===== src/core/dwp_consts.vh =====
`ifndef DWP_CONSTS_VH
`define DWP_CONSTS_VH

// ------------------------------------------------------------
// Clock and timing
// ------------------------------------------------------------
`define DWP_CLK_HZ          200000000
`define DWP_SERIAL_READY_US 10
`define DWP_SERIAL_READY_CYC ((`DWP_SERIAL_READY_US * 200) - 1)
`define DWP_STARTUP_MS      50
`define DWP_STARTUP_CYC     (`DWP_STARTUP_MS * 200000)
`define DWP_PULSE_MIN_MS    1
`define DWP_PULSE_MIN_CYC   (`DWP_PULSE_MIN_MS * 200000)
`define DWP_HOLD_MS         1000
`define DWP_HOLD_CYC        (`DWP_HOLD_MS * 200000)
`define DWP_REPEAT_MS       100
`define DWP_REPEAT_CYC      (`DWP_REPEAT_MS * 200000)
`define DWP_IDLE_MS         1000
`define DWP_IDLE_CYC        (`DWP_IDLE_MS * 200000)

// ------------------------------------------------------------
// Wiper positions
// ------------------------------------------------------------
`define DWP_POS_W           7
`define DWP_POS_HIGH        7'h00
`define DWP_POS_LOW         7'h3F
`define DWP_POS_MUTE        7'h40
`define DWP_TMR_W           28

`endif


===== src/core/dwp_sync.v =====
`timescale 1ns/1ps
`include "dwp_consts.vh"

// Two-flop synchroniser plus debounce for one active-low contact
module dwp_sync #(
  parameter [27:0] DEB_CYC = `DWP_PULSE_MIN_CYC
) (
  input  wire       ref_clk,
  input  wire       rst_n,
  input  wire       key_n,
  output reg        pressed
);
  reg        meta;
  reg        stable;
  reg [27:0] cnt;

  // ----------------------------------------------------------
  // Sync and debounce
  // ----------------------------------------------------------
  // The level must hold for DEB_CYC before it is believed, so
  // bounce and gaps shorter than 1 ms merge into one press
  always @(posedge ref_clk)
  begin
    if (!rst_n)
    begin
      meta    <= 1'b1;
      stable  <= 1'b1;
      cnt     <= 28'h0000000;
      pressed <= 1'b0;
    end
    else
    begin
      meta   <= key_n;
      stable <= meta;
      if (stable == pressed)       // Raw level differs from view
      begin
        if (cnt >= DEB_CYC - 28'h0000001)
        begin
          pressed <= ~stable;
          cnt     <= 28'h0000000;
        end
        else
          cnt <= cnt + 28'h0000001;
      end
      else
        cnt <= 28'h0000000;
    end
  end
endmodule


===== src/core/dwp_rate.v =====
`timescale 1ns/1ps
`include "dwp_consts.vh"

// Turns a debounced press into step pulses, and flags idle time
module dwp_rate #(
  parameter [27:0] HOLD_CYC = `DWP_HOLD_CYC,
  parameter [27:0] REP_CYC  = `DWP_REPEAT_CYC,
  parameter [27:0] IDLE_CYC = `DWP_IDLE_CYC
) (
  input  wire       ref_clk,
  input  wire       rst_n,
  input  wire       enable,
  input  wire       pressed,
  output reg        step,
  output reg        idle
);
  reg        prev;
  reg        rep;
  reg [27:0] cnt;
  reg [27:0] icnt;

  // ----------------------------------------------------------
  // Step generation
  // ----------------------------------------------------------
  // Step on the press, then once every 100 ms after 1 s of hold
  always @(posedge ref_clk)
  begin
    if (!rst_n)
    begin
      prev <= 1'b0;
      rep  <= 1'b0;
      cnt  <= 28'h0000000;
      step <= 1'b0;
    end
    else
    begin
      prev <= pressed & enable;
      step <= 1'b0;
      if (pressed & enable & !prev)
      begin
        step <= 1'b1;
        cnt  <= 28'h0000000;
        rep  <= 1'b0;
      end
      else if (pressed & enable)
      begin
        if (cnt >= (rep ? REP_CYC : HOLD_CYC) - 28'h0000001)
        begin
          step <= 1'b1;
          rep  <= 1'b1;
          cnt  <= 28'h0000000;
        end
        else
          cnt <= cnt + 28'h0000001;
      end
    end
  end

  // ----------------------------------------------------------
  // Inactivity timer
  // ----------------------------------------------------------
  // Idle is a one-cycle pulse, so a long silence flips the
  // single-key direction once instead of on every clock
  always @(posedge ref_clk)
  begin
    if (!rst_n)
    begin
      icnt <= 28'h0000000;
      idle <= 1'b0;
    end
    else if (pressed)
    begin
      icnt <= 28'h0000000;
      idle <= 1'b0;
    end
    else if (icnt < IDLE_CYC)
    begin
      icnt <= icnt + 28'h0000001;
      idle <= (icnt == IDLE_CYC - 28'h0000001);
    end
    else
      idle <= 1'b0;
  end
endmodule


===== src/core/dwp_control.v =====
`timescale 1ns/1ps
`include "dwp_consts.vh"

// Overview of operation
// - Latch mode level once after reset
// - Serial side ready within 10 us
// - Ignore keys for 50 ms after reset
// - Both wipers start at position 63
// - Codes 0..63 attenuate, 64 mutes
// - Independent up key lowers code
// - Independent down key raises code toward 63
// - Key pair 0 to wiper 0, pair 1 wiper 1
// - Single-key mode, up keys steer both ways
// - Volume steps both wipers together
// - Volume stops when either wiper hits end
// - First balance press captures nearer-high wiper
// - Balance 0 lifts wiper 0 until equal
// - Then balance 0 lowers wiper 1
// - Wiper 1 at bottom, balance 0 no-op
// - Both at 63, balance does nothing
// - Press over 1 ms is one step
// - Held over 1 s, step each 100 ms
// - Single-key reverses on idle or end; stereo balance side on idle only
// - Two-key stops at end, no wait
module dwp_control #(
  parameter [27:0] STARTUP_CYC = `DWP_STARTUP_CYC,
  parameter [27:0] DEB_CYC     = `DWP_PULSE_MIN_CYC,
  parameter [27:0] HOLD_CYC    = `DWP_HOLD_CYC,
  parameter [27:0] REP_CYC     = `DWP_REPEAT_CYC,
  parameter [27:0] IDLE_CYC    = `DWP_IDLE_CYC
) (
  input  wire       ref_clk,
  input  wire       rst_n,
  input  wire       mode_sel,
  input  wire       up_key_wiper0_n,
  input  wire       up_key_wiper1_n,
  input  wire       down_key_wiper0_n,
  input  wire       down_key_wiper1_n,
  output reg  [6:0] wiper0_pos,
  output reg  [6:0] wiper1_pos,
  output reg        independent_mode,
  output reg        single_key_mode,
  output reg        keys_active,
  output reg        serial_ready
);
  // Shared pins: in stereo mode they carry volume and balance keys
  // up0 = volume_up_key, up1 = balance_key_0,
  // dn0 = volume_down_key, dn1 = balance_key_1
  wire [3:0] key_n;
  wire [3:0] pressed;
  wire [3:0] step;
  wire [3:0] idle;
  assign key_n = {down_key_wiper1_n, down_key_wiper0_n,
                  up_key_wiper1_n, up_key_wiper0_n};

  // ----------------------------------------------------------
  // Per-contact conditioning
  // ----------------------------------------------------------
  genvar gi;
  generate
    for (gi = 0; gi < 4; gi = gi + 1)
    begin : g_key
      dwp_sync #(
        .DEB_CYC  (DEB_CYC)
      ) u_sync (
        .ref_clk  (ref_clk),
        .rst_n    (rst_n),
        .key_n    (key_n[gi]),
        .pressed  (pressed[gi])
      );
      dwp_rate #(
        .HOLD_CYC (HOLD_CYC),
        .REP_CYC  (REP_CYC),
        .IDLE_CYC (IDLE_CYC)
      ) u_rate (
        .ref_clk  (ref_clk),
        .rst_n    (rst_n),
        .enable   (keys_active),
        .pressed  (pressed[gi]),
        .step     (step[gi]),
        .idle     (idle[gi])
      );
    end
  endgenerate

  // ----------------------------------------------------------
  // Start-up: mode latch, key hold-off, serial ready flag
  // ----------------------------------------------------------
  reg [27:0] boot_cnt;
  reg        latched;
  // Serial flag threshold, held at the counter's width
  localparam [27:0] SER_READY_CYC = `DWP_SERIAL_READY_CYC;
  // Mode and single-key wiring are caught once, on the first
  // edge after reset release; later pin changes are ignored
  always @(posedge ref_clk)
  begin
    if (!rst_n)
    begin
      boot_cnt         <= 28'h0000000;
      latched          <= 1'b0;
      independent_mode <= 1'b1;
      single_key_mode  <= 1'b0;
      keys_active      <= 1'b0;
      serial_ready     <= 1'b0;
    end
    else
    begin
      if (!latched)
      begin
        latched          <= 1'b1;
        independent_mode <= mode_sel;
        single_key_mode  <= down_key_wiper0_n &
                            down_key_wiper1_n;
      end
      if (boot_cnt >= SER_READY_CYC)
        serial_ready <= 1'b1;
      if (boot_cnt >= STARTUP_CYC - 28'h0000001)
        keys_active <= 1'b1;
      // Run on until both flags are up: a short key hold-off
      // must not freeze the serial flag below its threshold
      if (!(keys_active && serial_ready))
        boot_cnt <= boot_cnt + 28'h0000001;
    end
  end

  // ----------------------------------------------------------
  // Wiper move logic
  // ----------------------------------------------------------
  reg [1:0] dir_up;     // Single-key direction per key, 1 = toward 0
  reg       bal_side;   // Single-key balance: 0 = balance-0
  reg       bal_valid;
  reg [6:0] bal_ref;
  reg [6:0] bal_cur;    // Level that balance steps converge on
  reg [6:0] next_w0;
  reg [6:0] next_w1;
  reg [1:0] next_dir;
  reg       next_side;
  reg       b0_ev;
  reg       b1_ev;
  reg       vu_ev;
  reg       vd_ev;

  // Step one wiper inside 0..63; mute code 64 only via serial path
  function [6:0] mv;
    input [6:0] p;
    input       up;
    begin
      if (up)
        mv = (p == `DWP_POS_HIGH) ? p : p - 7'h01;
      else
        mv = (p >= `DWP_POS_LOW) ? p : p + 7'h01;
    end
  endfunction

  always @*
  begin
    next_w0   = wiper0_pos;
    next_w1   = wiper1_pos;
    next_dir  = dir_up;
    next_side = bal_side;
    vu_ev = 1'b0;
    vd_ev = 1'b0;
    b0_ev = 1'b0;
    b1_ev = 1'b0;
    // Balance target: the captured high-side position, or the
    // live one on the first balance press after reset or a volume step
    if (bal_valid)
      bal_cur = bal_ref;
    else if (wiper0_pos < wiper1_pos)
      bal_cur = wiper0_pos;
    else
      bal_cur = wiper1_pos;
    // Idle on a single key flips its direction
    if (single_key_mode)
    begin
      if (idle[0] && !step[0])
        next_dir[0] = ~dir_up[0];
      if (idle[1] && !step[1])
        next_dir[1] = ~dir_up[1];
    end
    if (independent_mode)
    begin
      if (single_key_mode)
      begin
        if (step[0])
        begin
          next_w0 = mv(wiper0_pos, dir_up[0]);
          if (next_w0 == `DWP_POS_HIGH || next_w0 == `DWP_POS_LOW)
            next_dir[0] = ~dir_up[0];
        end
        if (step[1])
        begin
          next_w1 = mv(wiper1_pos, dir_up[1]);
          if (next_w1 == `DWP_POS_HIGH || next_w1 == `DWP_POS_LOW)
            next_dir[1] = ~dir_up[1];
        end
      end
      else
      begin
        // Up key wins a tie; ends simply saturate
        if (step[0])
          next_w0 = mv(wiper0_pos, 1'b1);
        else if (step[2])
          next_w0 = mv(wiper0_pos, 1'b0);
        if (step[1])
          next_w1 = mv(wiper1_pos, 1'b1);
        else if (step[3])
          next_w1 = mv(wiper1_pos, 1'b0);
      end
    end
    else
    begin
      // Decode stereo events from the shared pins
      if (single_key_mode)
      begin
        vu_ev = step[0] & dir_up[0];
        vd_ev = step[0] & ~dir_up[0];
        b0_ev = step[1] & ~bal_side;
        b1_ev = step[1] & bal_side;
        if (idle[1] && !step[1])
          next_side = ~bal_side;
      end
      else
      begin
        vu_ev = step[0] & ~step[2];
        vd_ev = step[2] & ~step[0];
        b0_ev = step[1] & ~step[3];
        b1_ev = step[3] & ~step[1];
      end
      // Volume keeps the offset: blocked if either is at the end
      if (vu_ev)
      begin
        if (wiper0_pos != `DWP_POS_HIGH && wiper1_pos != `DWP_POS_HIGH)
        begin
          next_w0 = wiper0_pos - 7'h01;
          next_w1 = wiper1_pos - 7'h01;
        end
        else if (single_key_mode)
          next_dir[0] = 1'b0;
      end
      else if (vd_ev)
      begin
        if (wiper0_pos < `DWP_POS_LOW && wiper1_pos < `DWP_POS_LOW)
        begin
          next_w0 = wiper0_pos + 7'h01;
          next_w1 = wiper1_pos + 7'h01;
        end
        else if (single_key_mode)
          next_dir[0] = 1'b1;
      end
      // Balance: both at 63 means no move at all
      if (wiper0_pos >= `DWP_POS_LOW && wiper1_pos >= `DWP_POS_LOW)
      begin
        // Nothing moves; volume-up must lift them first
      end
      else if (b0_ev)
      begin
        if (wiper0_pos > bal_cur)
          next_w0 = wiper0_pos - 7'h01;
        else if (wiper1_pos < `DWP_POS_LOW)
          next_w1 = wiper1_pos + 7'h01;
      end
      else if (b1_ev)
      begin
        if (wiper1_pos > bal_cur)
          next_w1 = wiper1_pos - 7'h01;
        else if (wiper0_pos < `DWP_POS_LOW)
          next_w0 = wiper0_pos + 7'h01;
      end
    end
  end

  // ----------------------------------------------------------
  // State registers
  // ----------------------------------------------------------
  always @(posedge ref_clk)
  begin
    if (!rst_n)
    begin
      wiper0_pos <= `DWP_POS_LOW;
      wiper1_pos <= `DWP_POS_LOW;
      dir_up     <= 2'b11;
      bal_side   <= 1'b0;
      bal_valid  <= 1'b0;
      bal_ref    <= `DWP_POS_LOW;
    end
    else
    begin
      wiper0_pos <= next_w0;
      wiper1_pos <= next_w1;
      dir_up     <= next_dir;
      bal_side   <= next_side;
      // Stored high-side position on first balance press; it
      // steers balance steps until the next volume step, even a blocked one
      if ((b0_ev | b1_ev) && !bal_valid)
      begin
        bal_valid <= 1'b1;
        bal_ref   <= (wiper0_pos < wiper1_pos) ? wiper0_pos
                                               : wiper1_pos;
      end
      else if (vu_ev | vd_ev)
        bal_valid <= 1'b0;
    end
  end
endmodule


===== config.mk =====
export PLATFORM = sky130hd
export DESIGN_NAME = dwp_control
export DESIGN_NICKNAME = d
export VERILOG_FILES = /design/src/core/dwp_sync.v /design/src/core/dwp_rate.v /design/src/core/dwp_control.v
export VERILOG_INCLUDE_DIRS = /design/src /design/src/core
export SDC_FILE = /design/constraint.sdc
export NUM_CORES = 1
export LEC_CHECK = 0
export BUFFER_PORTS_ARGS = -buffer_cell sky130_fd_sc_hd__buf_2
export CAP_MARGIN = 20
export CORE_UTILIZATION = 57
export DETAILED_ROUTE_END_ITERATION = 10
export GPL_ROUTABILITY_DRIVEN = 0
export HOLD_SLACK_MARGIN = 0.06
export PLACE_DENSITY_LB_ADDON = 0.3
export SYNTH_ARGS = -nofsm -noshare
export SYNTH_HDL_FRONTEND = slang
export SYNTH_SLANG_ARGS = --single-unit

===== constraint.sdc =====
create_clock -name ref_clk -period 4.15 [get_ports ref_clk]
set_input_delay 1.245 -clock ref_clk [delete_from_list [all_inputs] [get_ports ref_clk]]
set_output_delay 1.245 -clock ref_clk [all_outputs]
set_load 0.1 [all_outputs]

==> out/qor.txt <==
worst hold path class - flip-flop to flip-flop
Clock power frac - 44.3%
Synth Flop Type - dfxtp_1
worst stage delay on the critical path - 510 ps
vias post-DR - 16241
Mean Syn Cell Area - 8.365 µm²
core box area - 31880 µm²
Worst Path Buf+Inv - 1
Port Buffer Count - 24
synthesis-stage register bit count - 364
Met2 Routed Length - 19640 µm
via-per-instance ratio - 5.887
number of antenna-violating nets in the routed design - 0
slowest library cell on the worst path - or4_1
DR DRC count - 0
worst r2r path cells - 16
dpl hpwl - 28640 µm
Crit path depth - 16
Fillers - 2668
Overall Power - 0.007685 W
total congestion overflow - 0
Post-synth EDFFs - 0
H-tree Lvls - 2
die area - 33530 µm²
first-pass GRT wire length - 71070 µm
Min Clock Period, post-route - 4055 ps
Flop pwr share - 46.6%
clk_skew - 11.89 ps
most common cell in the netlist - dfxtp_1
CTS Buf Count - 39
most frequent cells after synthesis - 364 x dfxtp_1, 352 x nor2_1, 161 x nand2_1, 122 x xnor2_1, 119 x xor2_1
multi-input logic area - 11060 µm²
Worst slew margin - 34.36%
# placed instances - 2683
Pint - 0.005763 W
dpl ws - 48.53 ps
largest net degree at the start of global routing - 80
Crit path max-delay family - compound AO/OA/AOI/OAI gates
Cell variety after synth - 90
Die W - 183.1 µm
Die H - 183.1 µm
GRT Total Usage - 24.87%
RSZ-0062 raised after global routing - true
Max clock buf depth - 3
Post-Syn Area - 18700 µm²
Cell Count, Final, Fillers Out - 2759
register area share after synthesis - 38.98%
vias in the first global route - 15668
Area Overhead vs Synth - 11.51%
hold path depth - 1
slew at the pin closest to its max-slew limit - 957.2 ps
Final Core Density - 65.39%
std cell rows - 65
Psw - 0.001922 W
nets - 2390
Starting Density - 58.64%
post-synth top area cell - dfxtp_1
Clock Pin Slew Worst Setup and Hold Paths - 60 ps
total wire length - 41840 µm
# IOs - 25
Comb pwr share - 9.2%
setup slack, reg-to-reg - 90 ps
DRT iter0 DRCs - 1176
Synth Warn # - 0
CP Data Required Time - 4600 ps
Final period util - 97.72%
maximum fanout along the worst path - 6
fin worst setup slack - 94.78 ps
Root Buffer - clkbuf_16
routed length on met3 - 2352 µm
DR WL/cell - 15.17 µm
share of cells above drive strength 1 - 7.749%
final slew viol count - 0
worst setup path class - flip-flop to flip-flop
Crit. End Element - flip-flop
PD cells - 368.6 nW/µm²
cells after synthesis - 2235
Cell Chain, Critical Path - inv_1 > ha_1 > a21o_1 > a21oi_1 > o21ai_0 > a31oi_4 > mux2_2 > mux2i_2 > ha_1 > nand4_1 > or2_2 > o21ai_4 > nor2b_2 > o21a_1 > or4_1 > a31oi_1
Sequential Area - 7315 µm²
RR Startpoint - wiper1_pos[1]
setup_tns - 0 ps
Switching Fraction - 25.01%
critical path arrival - 4500 ps
Top Metal Used - met4
ys async rst share - 0%
RR Endpoint - wiper1_pos[1]
Final Hold Viols - 0
initial antenna violation count - 0
Area contributors post-synth - dfxtp_1 39%, nor2_1 7.1%, ha_1 6.0%
CP most frequent cell - ha_1
outcome - finished clean
clk_lat worst skew - 540 ps
Synth top area share - 38.98%
Pleak - 7.601 nW
Startpoint Class - flip-flop
Setup Viol. Count Final - 0
crit path to - wiper1_pos[1]
Clock Sinks - 364
CTS tree - built
cts hold-fix bufs - 0
Max-cap violations - 0
FMAX - 246.6 MHz
maximum vdd drop - 0.3789 mV
Pre-antenna DRT Iters - 5
crit path from - wiper1_pos[1]
M1 wire length - 18540 µm
==> sequential cells by signal, summed over array words and instances (netlist names), 7 cells and up <==
signal and cells:
g_key.u_rate.cnt 112, g_key.u_rate.icnt 56, bal_ref 7, boot_cnt 28, wiper1_pos 7, wiper0_pos 7, g_key.u_sync.cnt 112
==> layer usage <==
metal	track usage [%]	vias to the layer above
li1	-	8027
met1	30.89	7611
met2	43.07	473
met3	4.011	130
met4	9.533	0
met5	0	-
==> final cells by class <==
| cell class | count | area share (%) |
|---|---|---|
| flip-flops and latches | 364 | 35.09 |
| well taps | 435 | 2.611 |
| repair buffers | 62 | 2.041 |
| inverters | 63 | 1.134 |
| clock inverters | 14 | 0.6482 |
| multi-input cells | 1764 | 53.05 |
| diodes | 1 | 0.01200 |
| clock buffers | 56 | 5.419 |
==> worst min path at each step <==
stage,start,to,slack (ps)
final,g_key[2].u_sync.meta,g_key[2].u_sync.stable,410
after CTS,g_key[2].u_sync.meta,g_key[2].u_sync.stable,410
after detailed placement,g_key[2].u_sync.meta,g_key[2].u_sync.stable,400
after floorplan,g_key[0].u_sync.meta,g_key[0].u_sync.stable,390
after global routing,g_key[3].u_sync.meta,g_key[3].u_sync.stable,430
after global placement,g_key[2].u_sync.meta,g_key[2].u_sync.stable,390
==> power by group through the flow <==
| stage | clock, W | sequential (W) | combinational, W |
|---|---|---|---|
| after floorplan | 0 | 0.00370 | 0.000427 |
| after global placement | 0 | 0.00365 | 0.000613 |
| after detailed placement | 0 | 0.00366 | 0.000631 |
| after CTS | 0.00347 | 0.00358 | 0.000635 |
| after global routing | 0.00362 | 0.00358 | 0.000755 |
| final | 0.00340 | 0.00358 | 0.000703 |
==> cell families after synthesis <==
kind of cell / after synthesis / share of synthesized area [%]
compound gates: 372 / 13.29
other cells: 1 / 0.02006
mux: 24 / 1.298
xor+xnor: 241 / 11.29
buf+inv: 146 / 3.018
fa+ha+maj: 89 / 5.956
simple gates: 998 / 26.15
flops: 364 / 38.98
==> cells in the final DEF, fill, tap and decap left out, drive strengths merged, types with 17 or more instances in the layout <==
master | netlist | routed
or3 | 34 | 34
nand3 | 116 | 116
o21ai | 85 | 85
a21o | 17 | 17
dfxtp | 364 | 364
and3 | 40 | 40
nand2 | 161 | 161
nand4 | 59 | 59
mux2i | 22 | 22
nor3 | 71 | 71
xor2 | 119 | 119
conb | 1 | 40
clkbuf | 67 | 56
xnor2 | 122 | 122
and2 | 18 | 18
and4 | 17 | 17
nor4 | 33 | 33
nand2b | 28 | 28
inv | 59 | 64
a31oi | 25 | 25
nor2 | 353 | 353
a21oi | 92 | 92
ha | 89 | 89
buf | 16 | 62
==> stage by stage <==
step,hold WS [ps],area [µm²]
after floorplan,386.3,18890
after global placement,392.8,19490
after detailed placement,396.5,19490
after CTS,410.3,20760
after global routing,431.1,20850
final,410.3,20850
==> timing repair <==
item / 4_1_cts / 5_1_grt
pin swaps: 0 / 2
buffers inserted: 0 / 4
endpoints found under the setup margin: 1 / 11
resized for setup: 1 / 7
(Power assumes the default switching activity.)
